File: config.mk
export PLATFORM = sky130hd
export DESIGN_NAME = adc_conversion_sequencer
export DESIGN_NICKNAME = d
export VERILOG_FILES = /design/src/hdl/adc_seq_pkg.sv /design/src/hdl/stream_if.sv /design/src/hdl/adc_conversion_sequencer.sv /design/src/hdl/fifo_buf.sv /design/src/hdl/sync3.sv
export SDC_FILE = /design/constraint.sdc
export NUM_CORES = 1
export LEC_CHECK = 0
export BUFFER_PORTS_ARGS = -buffer_cell sky130_fd_sc_hd__buf_2
export CORE_ASPECT_RATIO = 0.75
export CORE_MARGIN = 2
export CORE_UTILIZATION = 55
export CTS_CLUSTER_DIAMETER = 30
export DETAILED_ROUTE_END_ITERATION = 7
export PLACE_DENSITY = 0.86
export SLEW_MARGIN = 40
export SYNTH_ARGS = -nofsm -noshare
export SYNTH_HDL_FRONTEND = slang
export SYNTH_SLANG_ARGS = --single-unit
File: constraint.sdc
create_clock -name CLK_SYS -period 4.8 [get_ports CLK_SYS]
set_input_delay 0 -clock CLK_SYS [delete_from_list [all_inputs] [get_ports CLK_SYS]]
set_output_delay 0 -clock CLK_SYS [all_outputs]
set_load 0.02 [all_outputs]
File: src/hdl/adc_seq_pkg.sv
// constants, states and word layout for the conversion sequencer
// assumes a 10 MHz system clock; times are held in microseconds
package adc_seq_pkg;
    localparam int unsigned CLK_HZ        = 10_000_000;
    localparam int unsigned CYC_PER_US    = CLK_HZ / 1_000_000;
    localparam int unsigned POR_TIME_US   = 4000;
    localparam int unsigned POR_CYC       = POR_TIME_US * CYC_PER_US;
    // internal oscillator conversion times
    localparam int unsigned CONV_60_1X_US   = 133000;
    localparam int unsigned CONV_60_2X_US   = 67000;
    localparam int unsigned CONV_50_1X_US   = 160000;
    localparam int unsigned CONV_50_2X_US   = 80000;
    localparam int unsigned CONV_5060_1X_US = 147000;
    localparam int unsigned CONV_5060_2X_US = 73600;
    localparam int unsigned CONV_60_1X_CYC   = CONV_60_1X_US * CYC_PER_US;
    localparam int unsigned CONV_60_2X_CYC   = CONV_60_2X_US * CYC_PER_US;
    localparam int unsigned CONV_50_1X_CYC   = CONV_50_1X_US * CYC_PER_US;
    localparam int unsigned CONV_50_2X_CYC   = CONV_50_2X_US * CYC_PER_US;
    localparam int unsigned CONV_5060_1X_CYC = CONV_5060_1X_US * CYC_PER_US;
    localparam int unsigned CONV_5060_2X_CYC = CONV_5060_2X_US * CYC_PER_US;
    // external conversion clock, in its own periods
    localparam int unsigned EXT_CONV_1X   = 41036;
    localparam int unsigned EXT_CONV_2X   = 20556;
    localparam int unsigned EXT_NOTCH_DIV = 5120;
    // presence detection: one period of the slowest legal clock
    localparam int unsigned DET_MIN_HZ      = 10_000;
    localparam int unsigned DET_TIMEOUT_CYC = CLK_HZ / DET_MIN_HZ;
    localparam int          DET_W           = 11;
    // data output limit with the internal oscillator
    localparam int unsigned DOUT_MAX_US   = 830;
    localparam int unsigned DOUT_MAX_CYC  = DOUT_MAX_US * CYC_PER_US;
    localparam int unsigned DOUT_TICKS    = 256;
    localparam logic [1:0]  SCK_HALF_LAST = 2'h3;
    localparam logic [4:0]  LAST_BIT      = 5'h1F;
    localparam int          CNT_W         = 21;
    localparam int          WORD_BITS     = 32;
    localparam int          CODE_BITS     = 30;
    localparam int          FIFO_DEPTH    = 32;
    localparam logic [3:0]  OVER_HEAD     = 4'h3;
    localparam logic [3:0]  UNDER_HEAD    = 4'h0;
    localparam logic [2:0]  PINS_INIT     = 3'h4;

    typedef enum logic [1:0] {
        ST_POR   = 2'b00,
        ST_CONV  = 2'b01,
        ST_SLEEP = 2'b11,
        ST_DOUT  = 2'b10
    } state_e;

    typedef enum logic [1:0] {
        REJ_5060 = 2'b00,
        REJ_50   = 2'b01,
        REJ_60   = 2'b10,
        REJ_RSVD = 2'b11
    } rej_e;
endpackage

File: src/hdl/stream_if.sv
// valid/ready word stream between the sequencer and its buffer
// assumes both ends run on the system clock
interface stream_if #(parameter int W = 32);
    logic [W-1:0] data;
    logic         valid;
    logic         ready;
    modport src (output data, output valid, input ready);
    modport snk (input data, input valid, output ready);
endinterface

File: src/hdl/adc_conversion_sequencer.sv
// digital sequencer of a delta-sigma converter: clock source, state timing,
// result word formatting and serial data output.
// assumes the filter delivers one code per conversion on a valid/ready pair
// and the serial input logic supplies the configuration strobe.
module adc_conversion_sequencer #(
    parameter int unsigned POR_CYCLES   = adc_seq_pkg::POR_CYC,
    parameter int unsigned C60_1X       = adc_seq_pkg::CONV_60_1X_CYC,
    parameter int unsigned C60_2X       = adc_seq_pkg::CONV_60_2X_CYC,
    parameter int unsigned C50_1X       = adc_seq_pkg::CONV_50_1X_CYC,
    parameter int unsigned C50_2X       = adc_seq_pkg::CONV_50_2X_CYC,
    parameter int unsigned C5060_1X     = adc_seq_pkg::CONV_5060_1X_CYC,
    parameter int unsigned C5060_2X     = adc_seq_pkg::CONV_5060_2X_CYC,
    parameter int unsigned EXT_1X       = adc_seq_pkg::EXT_CONV_1X,
    parameter int unsigned EXT_2X       = adc_seq_pkg::EXT_CONV_2X,
    parameter int unsigned DOUT_MAX_CYC = adc_seq_pkg::DOUT_MAX_CYC
) (
    // clock and reset
    input  wire logic        CLK_SYS,
    input  wire logic        RESET_N,
    // conversion clock pin
    input  wire logic        CONV_CLOCK_PIN,
    // serial port
    input  wire logic        CS_N,
    input  wire logic        SCK_IN,
    output logic             SCK_OUT,
    output logic             SCK_OE,
    output logic             SDO_OUT,
    output logic             SDO_OE,
    // configuration from the serial input logic
    input  wire logic        CFG_WR,
    input  wire logic [1:0]  CFG_REJ,
    input  wire logic        CFG_SPD,
    // filter side
    input  wire logic        RES_VALID,
    input  wire logic [29:0] RES_CODE,
    input  wire logic        RES_OVER,
    input  wire logic        RES_UNDER,
    output logic             RES_READY,
    output logic             CONV_START,
    output logic             FILTER_TICK,
    output logic             CAL_PHASE,
    output logic             INT_OSC_EN,
    output logic [1:0]       REJ_MODE,
    output logic             SPEED_2X
);
    localparam int CW = adc_seq_pkg::CNT_W;
    localparam int TICK_CYC = int'(DOUT_MAX_CYC / adc_seq_pkg::DOUT_TICKS);

    logic                      rst_ff1;
    logic                      rst_n_s;
    logic [2:0]                pins_s;
    logic [2:0]                pins_prev_reg;
    logic [adc_seq_pkg::DET_W-1:0] act_cnt_reg;
    logic                      ext_reg;
    logic                      src_reg;
    logic [15:0]               tick_cnt_reg;
    adc_seq_pkg::state_e       state_reg;
    adc_seq_pkg::state_e       state_next;
    logic [CW-1:0]             cnt_reg;
    logic [CW-1:0]             por_cnt_reg;
    logic [1:0]                rej_reg;
    logic                      spd_reg;
    logic [31:0]               shift_reg;
    logic [4:0]                bit_cnt_reg;
    logic [1:0]                sck_div_reg;
    logic                      int_mode_reg;
    logic                      tog_reg;

    stream_if #(.W(adc_seq_pkg::WORD_BITS)) res_in ();
    stream_if #(.W(adc_seq_pkg::WORD_BITS)) res_out ();

    always_ff @(posedge CLK_SYS or negedge RESET_N)
    begin
        if (!RESET_N)
        begin
            rst_ff1 <= 1'b0;
            rst_n_s <= 1'b0;
        end
        else
        begin
            rst_ff1 <= 1'b1;
            rst_n_s <= rst_ff1;
        end
    end

    sync3 #(.W(3), .INIT(adc_seq_pkg::PINS_INIT)) u_sync (
        .clk   (CLK_SYS),
        .rst_n (rst_n_s),
        .d     ({CS_N, SCK_IN, CONV_CLOCK_PIN}),
        .q     (pins_s)
    );

    wire cs_n_s   = pins_s[2];
    wire sck_s    = pins_s[1];
    wire f0_s     = pins_s[0];
    wire cs_fall  = pins_prev_reg[2] & ~cs_n_s;
    wire sck_rise = ~pins_prev_reg[1] & sck_s;
    wire sck_fall = pins_prev_reg[1] & ~sck_s;
    wire f0_edge  = pins_prev_reg[0] ^ f0_s;
    wire f0_rise  = ~pins_prev_reg[0] & f0_s;

    // presence timeout counts system cycles; a slower clock reads as absent
    wire act_timeout = act_cnt_reg == adc_seq_pkg::DET_W'(adc_seq_pkg::DET_TIMEOUT_CYC - 1);
    wire int_tick    = ~ext_reg & (tick_cnt_reg == 16'(TICK_CYC - 1));
    wire conv_tick   = ext_reg ? f0_rise : int_tick;

    // conversion length by source, rejection and speed
    wire [CW-1:0] len_1x = (rej_reg == adc_seq_pkg::REJ_60) ? CW'(C60_1X)
                         : (rej_reg == adc_seq_pkg::REJ_50) ? CW'(C50_1X)
                         : CW'(C5060_1X);
    wire [CW-1:0] len_2x = (rej_reg == adc_seq_pkg::REJ_60) ? CW'(C60_2X)
                         : (rej_reg == adc_seq_pkg::REJ_50) ? CW'(C50_2X)
                         : CW'(C5060_2X);
    wire [CW-1:0] ext_len  = spd_reg ? CW'(EXT_2X) : CW'(EXT_1X);
    wire [CW-1:0] conv_len = src_reg ? ext_len : (spd_reg ? len_2x : len_1x);
    wire          conv_inc = src_reg ? f0_rise : 1'b1;
    wire          conv_done  = cnt_reg == conv_len;
    wire          src_change = src_reg != ext_reg;
    wire          por_done   = por_cnt_reg == CW'(POR_CYCLES - 1);

    // serial output events; shifting counts edges, not time
    wire int_fall = int_mode_reg & conv_tick & (sck_div_reg == adc_seq_pkg::SCK_HALF_LAST)
                  & SCK_OUT;
    wire in_dout  = state_reg == adc_seq_pkg::ST_DOUT;
    wire shift_ev = in_dout & (int_mode_reg ? int_fall : sck_fall);
    wire last_bit = shift_ev & (bit_cnt_reg == adc_seq_pkg::LAST_BIT);
    wire dout_go  = ~cs_n_s & ~cs_fall & (int_mode_reg | sck_rise);
    wire pop      = (state_reg == adc_seq_pkg::ST_CONV) & conv_done & res_out.valid;
    wire start    = (state_next == adc_seq_pkg::ST_CONV) & (state_reg != adc_seq_pkg::ST_CONV);

    // result formatting
    wire        code_zero = RES_CODE == '0;
    wire        sign_bit  = (code_zero & spd_reg) ? tog_reg : ~RES_CODE[29];
    wire [31:0] word_norm = {2'b00, sign_bit, RES_CODE[28:0]};
    wire [31:0] word_over = {adc_seq_pkg::OVER_HEAD, 28'h0000000};
    wire [31:0] word_undr = {adc_seq_pkg::UNDER_HEAD, 28'hFFFFFFF};
    wire [31:0] fmt_word  = RES_OVER ? word_over : (RES_UNDER ? word_undr : word_norm);
    wire        res_push  = RES_VALID & res_in.ready;

    assign res_in.valid  = RES_VALID;
    assign res_in.data   = fmt_word;
    assign res_out.ready = pop;
    assign RES_READY     = res_in.ready;
    assign REJ_MODE      = rej_reg;
    assign SPEED_2X      = spd_reg;

    fifo_buf #(.W(adc_seq_pkg::WORD_BITS), .DEPTH(adc_seq_pkg::FIFO_DEPTH)) u_fifo (
        .clk   (CLK_SYS),
        .rst_n (rst_n_s),
        .wr    (res_in.snk),
        .rd    (res_out.src)
    );

    always_comb
    begin
        state_next = state_reg;
        case (state_reg)
            adc_seq_pkg::ST_POR:
                if (por_done)
                    state_next = adc_seq_pkg::ST_CONV;
            adc_seq_pkg::ST_CONV:
                if (pop)
                    state_next = adc_seq_pkg::ST_SLEEP;
            adc_seq_pkg::ST_SLEEP:
                if (dout_go)
                    state_next = adc_seq_pkg::ST_DOUT;
            adc_seq_pkg::ST_DOUT:
                if (cs_n_s | last_bit)
                    state_next = adc_seq_pkg::ST_CONV;
            default:
                state_next = adc_seq_pkg::ST_POR;
        endcase
    end

    always_ff @(posedge CLK_SYS or negedge rst_n_s)
    begin
        if (!rst_n_s)
        begin
            state_reg     <= adc_seq_pkg::ST_POR;
            pins_prev_reg <= adc_seq_pkg::PINS_INIT;
            por_cnt_reg   <= '0;
        end
        else
        begin
            state_reg     <= state_next;
            pins_prev_reg <= pins_s;
            por_cnt_reg   <= por_done ? por_cnt_reg : por_cnt_reg + 1'b1;
        end
    end

    // external clock presence; any edge re-arms the timeout
    always_ff @(posedge CLK_SYS or negedge rst_n_s)
    begin
        if (!rst_n_s)
        begin
            act_cnt_reg  <= '0;
            ext_reg      <= 1'b0;
            src_reg      <= 1'b0;
            tick_cnt_reg <= '0;
        end
        else
        begin
            act_cnt_reg  <= (f0_edge | act_timeout) ? '0 : act_cnt_reg + 1'b1;
            ext_reg      <= f0_edge | (ext_reg & ~act_timeout);
            src_reg      <= ext_reg;
            tick_cnt_reg <= (int_tick | ext_reg) ? '0 : tick_cnt_reg + 1'b1;
        end
    end

    // conversion timer; a source change restarts it so only this result suffers
    always_ff @(posedge CLK_SYS or negedge rst_n_s)
    begin
        if (!rst_n_s)
            cnt_reg <= '0;
        else if (start | src_change)
            cnt_reg <= '0;
        else if ((state_reg == adc_seq_pkg::ST_CONV) & conv_inc & ~conv_done)
            cnt_reg <= cnt_reg + 1'b1;
    end

    // configuration written outside ST_CONV is loaded at the next clock; writes during a conversion or with REJ_RSVD are dropped
    always_ff @(posedge CLK_SYS or negedge rst_n_s)
    begin
        if (!rst_n_s)
        begin
            rej_reg <= adc_seq_pkg::REJ_5060;
            spd_reg <= 1'b0;
        end
        else if (CFG_WR & (CFG_REJ != adc_seq_pkg::REJ_RSVD) & (state_reg != adc_seq_pkg::ST_CONV))
        begin
            rej_reg <= CFG_REJ;
            spd_reg <= CFG_SPD;
        end
    end

    always_ff @(posedge CLK_SYS or negedge rst_n_s)
    begin
        if (!rst_n_s)
            tog_reg <= 1'b0;
        else if (res_push & code_zero & spd_reg)
            tog_reg <= ~tog_reg;
    end

    // output shift register, loaded once per conversion
    always_ff @(posedge CLK_SYS or negedge rst_n_s)
    begin
        if (!rst_n_s)
        begin
            shift_reg   <= '1;
            bit_cnt_reg <= '0;
        end
        else if (pop)
        begin
            shift_reg   <= res_out.data;
            bit_cnt_reg <= '0;
        end
        else if (shift_ev)
        begin
            shift_reg   <= {shift_reg[30:0], 1'b1};
            bit_cnt_reg <= bit_cnt_reg + 1'b1;
        end
    end

    // internal SCK: 4 ticks high, 4 low, so 32 bits fit in 256 ticks
    always_ff @(posedge CLK_SYS or negedge rst_n_s)
    begin
        if (!rst_n_s)
        begin
            int_mode_reg <= 1'b0;
            sck_div_reg  <= '0;
            SCK_OUT      <= 1'b0;
        end
        else
        begin
            if (cs_fall)
                int_mode_reg <= sck_s;
            if (~in_dout | ~int_mode_reg)
            begin
                sck_div_reg <= '0;
                SCK_OUT     <= 1'b0;
            end
            else if (conv_tick)
            begin
                sck_div_reg <= sck_div_reg + 1'b1;
                if (sck_div_reg == adc_seq_pkg::SCK_HALF_LAST)
                    SCK_OUT <= ~SCK_OUT;
            end
        end
    end

    // registered pin and filter outputs
    always_ff @(posedge CLK_SYS or negedge rst_n_s)
    begin
        if (!rst_n_s)
        begin
            SDO_OUT     <= 1'b1;
            SDO_OE      <= 1'b0;
            SCK_OE      <= 1'b0;
            CONV_START  <= 1'b0;
            FILTER_TICK <= 1'b0;
            CAL_PHASE   <= 1'b0;
            INT_OSC_EN  <= 1'b1;
        end
        else
        begin
            SDO_OUT     <= (state_next == adc_seq_pkg::ST_CONV)
                         | (state_next == adc_seq_pkg::ST_POR)
                         | (pop ? res_out.data[31] : (shift_ev ? shift_reg[30] : shift_reg[31]));
            SDO_OE      <= ~cs_n_s;
            SCK_OE      <= ~cs_n_s & int_mode_reg;
            CONV_START  <= start;
            FILTER_TICK <= conv_tick & (state_reg == adc_seq_pkg::ST_CONV);
            CAL_PHASE   <= (state_reg == adc_seq_pkg::ST_CONV) & ~spd_reg
                         & (cnt_reg >= (conv_len >> 1));
            INT_OSC_EN  <= ~ext_reg;
        end
    end
endmodule

File: src/hdl/fifo_buf.sv
// result word buffer with registered write-side ready
// assumes one clock; reader may stall so the writer sees full
module fifo_buf #(
    parameter int W     = 32,
    parameter int DEPTH = 32
) (
    input  wire logic clk,
    input  wire logic rst_n,
    stream_if.snk     wr,
    stream_if.src     rd
);
    localparam int AW = $clog2(DEPTH);

    logic [W-1:0]  mem [DEPTH];
    logic [AW-1:0] wp_reg;
    logic [AW-1:0] rp_reg;
    logic [AW:0]   cnt_reg;
    logic          not_full_reg;

    wire          push     = wr.valid & not_full_reg;
    wire          pop      = rd.valid & rd.ready;
    wire [AW:0]   cnt_next = cnt_reg + (AW+1)'(push) - (AW+1)'(pop);

    assign wr.ready = not_full_reg;
    assign rd.valid = cnt_reg != '0;
    assign rd.data  = mem[rp_reg];

    always_ff @(posedge clk)
    begin
        if (push)
            mem[wp_reg] <= wr.data;
    end

    always_ff @(posedge clk or negedge rst_n)
    begin
        if (!rst_n)
        begin
            wp_reg       <= '0;
            rp_reg       <= '0;
            cnt_reg      <= '0;
            not_full_reg <= 1'b0;
        end
        else
        begin
            wp_reg       <= wp_reg + AW'(push);
            rp_reg       <= rp_reg + AW'(pop);
            cnt_reg      <= cnt_next;
            not_full_reg <= cnt_next != (AW+1)'(DEPTH);
        end
    end
endmodule

File: src/hdl/sync3.sv
// three-stage synchroniser with agreement filter, one lane per bit
// assumes asynchronous inputs and a synchronous-release reset
module sync3 #(
    parameter int           W    = 1,
    parameter logic [W-1:0] INIT = '0
) (
    input  wire logic         clk,
    input  wire logic         rst_n,
    input  wire logic [W-1:0] d,
    output logic      [W-1:0] q
);
    logic [W-1:0] ff1;
    logic [W-1:0] ff2;
    logic [W-1:0] ff3;
    wire  [W-1:0] agree = ~(ff2 ^ ff3);

    always_ff @(posedge clk or negedge rst_n)
    begin
        if (!rst_n)
        begin
            ff1 <= INIT;
            ff2 <= INIT;
            ff3 <= INIT;
            q   <= INIT;
        end
        else
        begin
            ff1 <= d;
            ff2 <= ff1;
            ff3 <= ff2;
            q   <= (agree & ff3) | (~agree & q);
        end
    end
endmodule

Word-level counts from Yosys, hierarchy flattened. Memory sizes are Yosys's and may differ from the RTL's. Index checks and enable logic that the tools add are counted.

Add/sub/neg operators: 10. Order comparisons: 1. Mux-type cells: 35. Eq/ne operators: 16. Reduce and logical (&&, ||, !) cells: 9. Bitwise operators: 59.

Operator list (count): $mux W21 (4); $mux W32 (2); $mux W30 (2); $add A21 B1 Y21 const B (2); $mux W20 (2); $mux W19 (2); $mux W16 (2); $logic_not A30 Y1 (1); $and A1 B1 Y1 (29); $eq A21 B16 Y1 const B (1); $eq A21 B21 Y1 (1); $ge A21 B20 Y1 (1); $add A16 B1 Y16 const B (1); $eq A16 B5 Y1 const B (1); $not A1 Y1 (14); $mux W2 (6); $add A11 B1 Y11 const B (1); $eq A11 B10 Y1 const B (1); $mux W1 (11); $mux W11 (1); $add A5 B1 Y5 (2); $mux W5 (2); $or A1 B1 Y1 (9); $eq A2 B2 Y1 const B (4); other kinds (20) (28).

Memories: 1. Memory bits (writable): 960. Word-level logic and storage cells: 164. Bits of input ports: 42. Output and inout bits: 12. Flip-flop bits (word level): 159.

Memory list: u_fifo.mem (depth 32, width 30, read ports 1, clocked after memory_dff 0, wr ports 1, line fifo_buf.sv:14) `logic [W-1:0] mem [DEPTH];`.

Depth between registers and ports, before layout. Gate-level depths: netlist of the first run.

Depth after elaboration: 16. Depth in mapped cells: 21. Depth with buffers taken out: 19.

By module. From an unflattened synthesis of the first run, not the netlist that was laid out.

Cells, all modules: 2754. Area total of the unflattened synthesis: 47951.0 um2.

By module, submodules not included: fifo_buf (instances 1, area an instance 40131.0 um2, cells each 1938); adc_conversion_sequencer (instances 1, area an instance 7480.9 um2, cells each 801); sync3 (instances 1, area an instance 339.1 um2, cells each 15).

Worst setup path before layout of the first run. OpenSTA, ideal clock, no wires.

Path kind: register to register. From: register src_reg. To: register u_fifo.not_full_reg (netlist: u_fifo.wr.ready). Buffers on the path: 2. Cell stages (with the launch flop): 22. Path slack: 1.157 ns. Arrival: 3.512 ns. Cells stage by stage: dfrtp_1 buf_6 buf_6 inv_1 ha_1 xor2_1 nand3_1 nor4_2 nand3_1 nor3_1 ha_1 inv_1 ha_1 inv_1 fa_1 inv_1 a21oi_1 nor2_1 nor2_1 xnor2_1 nor2_1 nand3_1.

Cells in the longest elaborated chain, start to end: 7.

RTL lines: start, declared (line adc_conversion_sequencer.sv:55) `logic src_reg;`; start signal, assigned (line adc_conversion_sequencer.sv:205) `src_reg <= ext_reg;`; $mux W21 (line adc_conversion_sequencer.sv:115) `wire [CW-1:0] conv_len = src_reg ? ext_len : (spd_reg ? len_2x : len_1x);`; $eq A21 B21 Y1 (line adc_conversion_sequencer.sv:117) `wire conv_done = cnt_reg == conv_len;`; $and A1 B1 Y1 (2 in series) (line adc_conversion_sequencer.sv:128) `wire pop = (state_reg == adc_seq_pkg::ST_CONV) & conv_done & res_out.valid;`; $and A1 B1 Y1 (line fifo_buf.sv:21) `wire pop = rd.valid & rd.ready;`; $sub A6 B1 Y6 (line fifo_buf.sv:22) `wire [AW:0] cnt_next = cnt_reg + (AW+1)'(push) - (AW+1)'(pop);`; net u_fifo.cnt_next[4] (line fifo_buf.sv:22); $ne A6 B6 Y1 (line fifo_buf.sv:48) `not_full_reg <= cnt_next != (AW+1)'(DEPTH);`; end signal, assigned (line fifo_buf.sv:48); end, declared (line fifo_buf.sv:18) `logic not_full_reg;`.

The timed path passes the listed nets, and every way through them passes these cells. A chain may end at the register's enable or synchronous reset.

Worst setup path in the final report of the first run.
From: register rej_reg[0] (netlist: REJ_MODE[0]). To: register u_fifo.not_full_reg (netlist: u_fifo.wr.ready).

Cells in the longest elaborated chain, start to end: 11. Elaborated cells between the ends (all ways): 14. Those cells by class: add/sub (1); eq/ne (4); mux (6); bitwise (3).

RTL lines: start, declared (line adc_conversion_sequencer.sv:61) `logic [1:0] rej_reg;`; start signal, assigned (line adc_conversion_sequencer.sv:226) `rej_reg <= adc_seq_pkg::REJ_5060;`; $eq A2 B1 Y1 (line adc_conversion_sequencer.sv:109, adc_conversion_sequencer.sv:112); $mux W20 / $mux W19 (equally long branches) (line adc_conversion_sequencer.sv:109, adc_conversion_sequencer.sv:112); $mux W20 / $mux W19 (equally long branches) (line adc_conversion_sequencer.sv:108, adc_conversion_sequencer.sv:111); $mux W21 * (2 in series) (line adc_conversion_sequencer.sv:115); $eq A21 B21 Y1 * (line adc_conversion_sequencer.sv:117); $and A1 B1 Y1 * (2 in series) (line adc_conversion_sequencer.sv:128); $and A1 B1 Y1 * (line fifo_buf.sv:21); $sub A6 B1 Y6 * (line fifo_buf.sv:22); net u_fifo.cnt_next[4] (line fifo_buf.sv:22); $ne A6 B6 Y1 * (line fifo_buf.sv:48).

The timed path passes the listed nets; every way through them passes the cells marked *.

==> metrics, run 1 <==
outcome completed; detailed-routing iteration count for the pre-antenna-repair pass 5; Port-buffer cells 53; met3 layer usage reported by global route 8.27%; top cells by area in the synthesized netlist sky130_fd_sc_hd__edfxtp_1 64%, sky130_fd_sc_hd__mux4_2 15%, sky130_fd_sc_hd__dfrtp_1 6.7%; required time worst endpoint roughly 5300 ps; Antenna Nets Post-Route 0; final clock skew approximately 39 ps; Max-slew headroom a little under two fifths; GR met1 Demand/Resource a little under two fifths; Mapped Area 44800 um^2; unrepaired setup endpoints after global routing no; cell type with the highest aggregate area in the netlist sky130_fd_sc_hd__edfxtp_1; final-layout setup total negative slack 0 ps; average wire length per cell after detail routing 33.6 um; clock-pin slew reported for the worst setup and hold paths after clock tree synthesis 60 ps; Fmax achieved 245 MHz; Final #Nets roughly 2600; flip-flop and latch count after synthesis ~1100; Worst R2R Setup Slack 730 ps; HPWL after detailed placement ~67 mm; core outline area just over 80000 um^2; clock tree buffer depth 3; transition time of the tightest slew-check pin ~950 ps; number of antenna violations at the first check in global routing 2; Tmin final ~4100 ps; share of post-route cells with drive strength above 1 a little under a third; Leak Pwr 0.0174 uW; number of enable flip-flop cells after synthesis 960; areal power density over the cells around 470 nW/um^2; portion of synthesized cell area occupied by the leading cell type roughly 64%; GR Layer Usage met2 between 40 and 50%; total of max-cap violations 0; Final setup violation count 0; num ports between 50 and 60; number of design rule violations left after detail routing 0; Arrival @ worst endpoint about 4600 ps; Placement Rows 90; Setup Fix Bufs, Post-CTS 0; CTS Root Buffer Type sky130_fd_sc_hd__clkbuf_16; highest fanout seen on the critical path 10; average footprint of a synthesized cell about 20 um^2; Syn-to-layout area delta 17.1%; count of final hold-check violations 0; largest net degree at the start of global routing between 70 and 80; most frequent cells in the layout 960 x sky130_fd_sc_hd__edfxtp_1, 300 x sky130_fd_sc_hd__mux4_2, 139 x sky130_fd_sc_hd__clkbuf_16; Total Routed Length around 120 mm; post_cts resized 0; total global routing track utilization a little under a third; max FFs per register 960; Sequential cell area about 33000 um^2; sequential-to-total area share from yosys stat between 70% and 80%; die footprint about 84000 um^2; count of filler cells inserted in the layout approximately 4800; Die Span X roughly 330 um; iteration-0 DRC count of the detailed router slightly below 4000; category of the critical setup timing path reg -> reg; wire length of the first global-routing pass 180 mm; via count of the first global-routing pass 25992; Critical Path Start Type flip-flop; clk_lat worst skew between 700 and 800 ps; count of warnings emitted by yosys 0; type of destination of the critical path flip-flop; height of the die approximately 250 um; CTS Buf Count between 100 and 150; footprint of the multi-input gates 11600 um^2; Hold WS 11.7 ps; Synth Instances around 2300; total number of vias 25222; synth unique cells 64; syn nets about 2400; worst setup slack before clock tree synthesis 810 ps; max-slew violation total from the final report 0; global route total overflow 0; most frequently used flop master after synthesis sky130_fd_sc_hd__edfxtp_1; number of clock sinks roughly 1100; post-route clock period utilization approximately 85%; clock tree from TritonCTS done; H-tree depth 4; worst vdd ir roughly 0.37 mV; Vias per Instance between 6 and 7; most common cell after layout, fill and taps aside sky130_fd_sc_hd__edfxtp_1; Hold-fix buffers, CTS 34; slack of the critical path a little over 700 ps; share of flip-flops with an asynchronous set or reset 14.2%; Final Wtd Congestion ~0.84; GRT busiest layer met2; Initial Utilization 55.6%; worst hold path type in -> reg
metrics by stage:
step / util [%] / cell area, um^2 / power, uW / std cells
after floorplan: - / 44800 / 13300 / 2282
after global placement: 58.3 / 47000 / 14100 / 3379
after detailed placement: 59.1 / 47600 / 14500 / 3412
after CTS: 65.0 / 52300 / 24600 / 3683
after global routing: 65.1 / 52400 / 25200 / 3687
final: 65.1 / 52400 / 24600 / 3688
metal layers:
| layer | routed length, um | vias up |
|---|---|---|
| met3 | 15700 | 493 |
| met2 | 59700 | 2147 |
| met1 | 41700 | 12871 |
| met5 | 17 | - |
| met4 | 6970 | 2 |
| li1 | - | 9709 |
Yosys cell counts, types with 19 or more instances:
cell	instances
sky130_fd_sc_hd__edfxtp_1	960
sky130_fd_sc_hd__mux4_2	300
sky130_fd_sc_hd__nor2_1	168
sky130_fd_sc_hd__dfrtp_1	120
sky130_fd_sc_hd__nand2_1	90
sky130_fd_sc_hd__nand3_1	70
sky130_fd_sc_hd__clkbuf_1	65
sky130_fd_sc_hd__ha_1	44
sky130_fd_sc_hd__dfstp_2	39
sky130_fd_sc_hd__xor2_1	39
sky130_fd_sc_hd__xnor2_1	38
sky130_fd_sc_hd__inv_1	33
sky130_fd_sc_hd__buf_2	31
sky130_fd_sc_hd__mux2i_1	31
sky130_fd_sc_hd__a21oi_1	26
sky130_fd_sc_hd__o21ai_0	26
sky130_fd_sc_hd__o211ai_1	19
final timing paths:
path / depth (start not counted) / endpoint / start
max reg2reg: 19 / u_fifo.wr.ready / REJ_MODE[0]
min reg2reg: 0 / por_cnt_reg[16] / rst_n_s
max: 19 / u_fifo.wr.ready / REJ_MODE[0]
min in group asynchronous: 3 / rst_n_s / RESET_N
min: 4 / u_fifo.mem[17][28] / RES_CODE[28]
max in group asynchronous: 1 / shift_reg[10] / rst_n_s
logic make-up after synthesis:
family / Yosys count / share of synthesized area, %
muxes: 332 / 15.8
DFF: 1119 / 73.4
buffers and inverters: 142 / 1.40
other: 1 / 0.00838
AOI/OAI and AO/OA: 126 / 1.99
adders and majority gates: 48 / 1.34
and+or+nand+nor: 437 / 4.56
xor gates and xnor gates: 77 / 1.51
final cells by class:
class	count	share of cell area, %
flip-flops and latches	1119	62.7
multi-input cells	1021	22.1
clock buffers	156	6.81
repair buffers	219	4.06
well taps	1058	2.53
clock inverters	81	1.53
inverters	33	0.236
diodes	1	0.00477
critical path, stage by stage, from the launching register on:
cell and delay [ps]:
sky130_fd_sc_hd__dfrtp_1 410, sky130_fd_sc_hd__inv_1 60, sky130_fd_sc_hd__ha_1 530, sky130_fd_sc_hd__and4b_1 240, sky130_fd_sc_hd__o21ai_1 60, sky130_fd_sc_hd__a211oi_1 230
sky130_fd_sc_hd__nand4_1 240, sky130_fd_sc_hd__nor3_1 470, sky130_fd_sc_hd__ha_1 320, sky130_fd_sc_hd__inv_1 60, sky130_fd_sc_hd__ha_1 160, sky130_fd_sc_hd__inv_1 60
sky130_fd_sc_hd__fa_1 440, sky130_fd_sc_hd__inv_1 70, sky130_fd_sc_hd__a21oi_1 60, sky130_fd_sc_hd__nor2_1 90, sky130_fd_sc_hd__nor2_1 60, sky130_fd_sc_hd__xnor2_1 140
sky130_fd_sc_hd__nor2_1 110, sky130_fd_sc_hd__nand3_1 100
power breakdown:
part	total [uW]	switching [uW]	internal, uW
clock	10100	4150	5930
sequential	12000	440	11500
combinational	2550	1710	837
total	24600	6300	18300
Note: power is estimated with default switching activity, not from simulation.
==> inputs of run 2 (changes only) <==
==> constraint.sdc (replaced) <==
create_clock -name CLK_SYS -period 3.63 [get_ports CLK_SYS]
set_input_delay 0 -clock CLK_SYS [delete_from_list [all_inputs] [get_ports CLK_SYS]]
set_output_delay 0 -clock CLK_SYS [all_outputs]
set_load 0.02 [all_outputs]
==> metrics, run 2 (synthesis results as in run 1) <==
highest fanout seen on the critical path 4; internal power contribution between 20000 and 30000 uW; wire length of the first global-routing pass about 170 mm; clock tree buffer depth 3; sequential group share of total power 46.5%; post-route met1 wirelength 44.1 mm; met2 routed wirelength around 58 mm; Max-slew headroom 38.1%; final clock skew roughly 50 ps; core outline area roughly 80000 um^2; num ports 54; Syn-to-layout area delta 18.2%; number of design rule violations left after detail routing 0; total of max-cap violations 0; Leak Pwr roughly 0.018 uW; highest metal layer with signal wires met5; Antenna Nets Post-Route 0; outcome completed; global route total overflow 0; Comb pwr share about a tenth; critical register-to-register path startpoint REJ_MODE[1]; Placement Rows 90; clock tree from TritonCTS done; Crit path buffers/inverters 4; iteration-0 DRC count of the detailed router approximately 3600; WHS Path Cells 4; largest net degree at the start of global routing 69; average wire length per cell after detail routing approximately 32 um; post-route total power between 30000 and 40000 uW; number of clock sinks 1119; startpoint of the tightest hold check path RES_CODE[4]; cell type group with the largest total delay on the critical path simple AND/OR/NAND/NOR gates; die footprint ~84000 um^2; met3 WL post-DR 13.5 mm; H-tree depth 4; number of antenna violations at the first check in global routing 3; Critical-path top delay cell sky130_fd_sc_hd__dfrtp_1; Hold WS 51.4 ps; share of total power consumed by net switching roughly 25%; most common cell after layout, fill and taps aside sky130_fd_sc_hd__edfxtp_1; Final Wtd Congestion between 0.8 and 0.9; Clock power frac 43.4%; max FFs per register 960; Worst Hold End u_fifo.mem[4][4]; Final #Nets between 2000 and 3000; total number of vias around 25000; transition time of the tightest slew-check pin 929 ps; Port-buffer cells 53; footprint of the multi-input gates 11600 um^2; via count of the first global-routing pass roughly 25000; share of post-route cells with drive strength above 1 31.4%; areal power density over the cells 642 nW/um^2; most frequent cells in the layout 960 x sky130_fd_sc_hd__edfxtp_1, 300 x sky130_fd_sc_hd__mux4_2, 148 x sky130_fd_sc_hd__clkbuf_16; CTS Buf Count ~140; Sequential cell area between 30000 and 40000 um^2; required time worst endpoint around 4200 ps; CP cell instances inv_1 > ha_1 > nor2b_1 > nor4_1 > a211oi_2 > nand4_1 > nor3_2 > ha_1 > inv_1 > ha_1 > inv_1 > fa_2 > inv_1 > a21oi_1 > nor2_1 > nor2_1 > xnor2_1 > nor2_1 > nand3_1; Worst R2R Setup Slack roughly 180 ps; Arrival @ worst endpoint between 4000 and 5000 ps; Final Instance Count excl. Fillers between 3000 and 4000; count of final hold-check violations 0; post-route clock period utilization between 90% and 100%; Vias per Instance roughly 6.7; Total Routed Length between 100 and 150 mm; Fmax achieved between 200 and 300 MHz; number of cells on the worst reg-to-reg path 19; clk_lat worst skew 750 ps; dominant cell type by count on the critical path sky130_fd_sc_hd__inv_1; max incr delay on CP between 400 and 500 ps; detailed-routing iteration count for the pre-antenna-repair pass 5; count of filler cells inserted in the layout between 4000 and 5000; Final setup violation count 0; height of the die 251 um; number of cells on the critical path 19; HPWL after detailed placement about 61 mm; worst hold path type in -> reg; CTS Root Buffer Type sky130_fd_sc_hd__clkbuf_16; Worst R2R End u_fifo.wr.ready; Initial Utilization 55.6%; max-slew violation total from the final report 0; dpl cells 3402; category of the critical setup timing path reg -> reg; clock-pin slew reported for the worst setup and hold paths after clock tree synthesis around 70 ps; type of destination of the critical path flip-flop; worst vdd ir between 0.5 and 0.6 mV; Tmin final about 3400 ps; Critical Path Start Type flip-flop; Switch Pwr about 8500 uW; Die Span X approximately 330 um; total global routing track utilization between 20% and 30%
run 2: changes by cell type in the layout (fill, tap and decap cells not counted), sizes merged:
cell	before	now
buf	185	173
dlygate4sd3	34	46
clkbuf	156	167
bufinv	10	18
clkinv	41	37
clkinvlp	12	16
inv	51	55
run 2: how the worst max path moves through the flow:
stage	to	startpoint
3_3_place_gp	u_fifo.wr.ready	REJ_MODE[0]
3_5_place_dp	u_fifo.wr.ready	REJ_MODE[0]
5_1_grt	u_fifo.wr.ready	src_reg
4_1_cts	u_fifo.wr.ready	REJ_MODE[1]
2_1_floorplan	u_fifo.wr.ready	src_reg
6_report	u_fifo.wr.ready	REJ_MODE[1]
run 2: final cells by class:
class | count | area share, %
Sequential cell | 1119 | 62.1
Multi-Input combinational cell | 1021 | 22.0
Clock buffer | 167 | 7.28
Timing Repair Buffer | 219 | 3.76
Tap cell | 1058 | 2.50
Clock inverter | 93 | 2.12
Inverter | 33 | 0.234
Antenna cell | 1 | 0.00473
run 2: metrics by stage:
stage | TNS (ps) | setup slack (ps) | utilization (%) | cell area, um^2
finish | 0 | 183 | 65.8 | 52900
global route | -5.43 | -5.43 | 65.8 | 52900
CTS | 0 | 28.6 | 65.6 | 52900
detailed placement | -70.9 | -70.9 | 58.9 | 47400
global placement | -76.5 | -76.5 | 58.9 | 47400
floorplan | 0 | 50.3 | - | 44800
run 2: worst reg2reg max path: stages (launching register included):
cell and delay (ps):
sky130_fd_sc_hd__dfrtp_1 420, sky130_fd_sc_hd__inv_1 90, sky130_fd_sc_hd__ha_1 210, sky130_fd_sc_hd__nor2b_1 320, sky130_fd_sc_hd__nor4_1 110, sky130_fd_sc_hd__a211oi_2 230
sky130_fd_sc_hd__nand4_1 180, sky130_fd_sc_hd__nor3_2 200, sky130_fd_sc_hd__ha_1 260, sky130_fd_sc_hd__inv_1 60, sky130_fd_sc_hd__ha_1 160, sky130_fd_sc_hd__inv_1 60
sky130_fd_sc_hd__fa_2 370, sky130_fd_sc_hd__inv_1 70, sky130_fd_sc_hd__a21oi_1 70, sky130_fd_sc_hd__nor2_1 110, sky130_fd_sc_hd__nor2_1 60, sky130_fd_sc_hd__xnor2_1 140
sky130_fd_sc_hd__nor2_1 130, sky130_fd_sc_hd__nand3_1 90
run 2: power groups by stage:
stage	combinational, uW	sequential (uW)	clock [uW]
floorplan	1780	15800	0
global placement	2990	15900	0
detailed placement	3170	16000	0
CTS	3340	15800	14800
global route	3650	15900	15400
finish	3440	15800	14700
run 2: routing by layer:
layer  up-vias  GRT usage, %
met1     12891          39.8
met3       332          7.41
li1       9737             -
met2      1848          46.0
met5         -             0
met4         4          11.5
run 2: what timing repair did:
action	4_1_cts	5_1_grt
endpoints found under the hold margin	790	0
gates resized for setup	2	14
buffers inserted	0	2
pin swaps	0	6
setup endpoints to repair	1	2
hold buffers	46	0
gates cloned	0	0
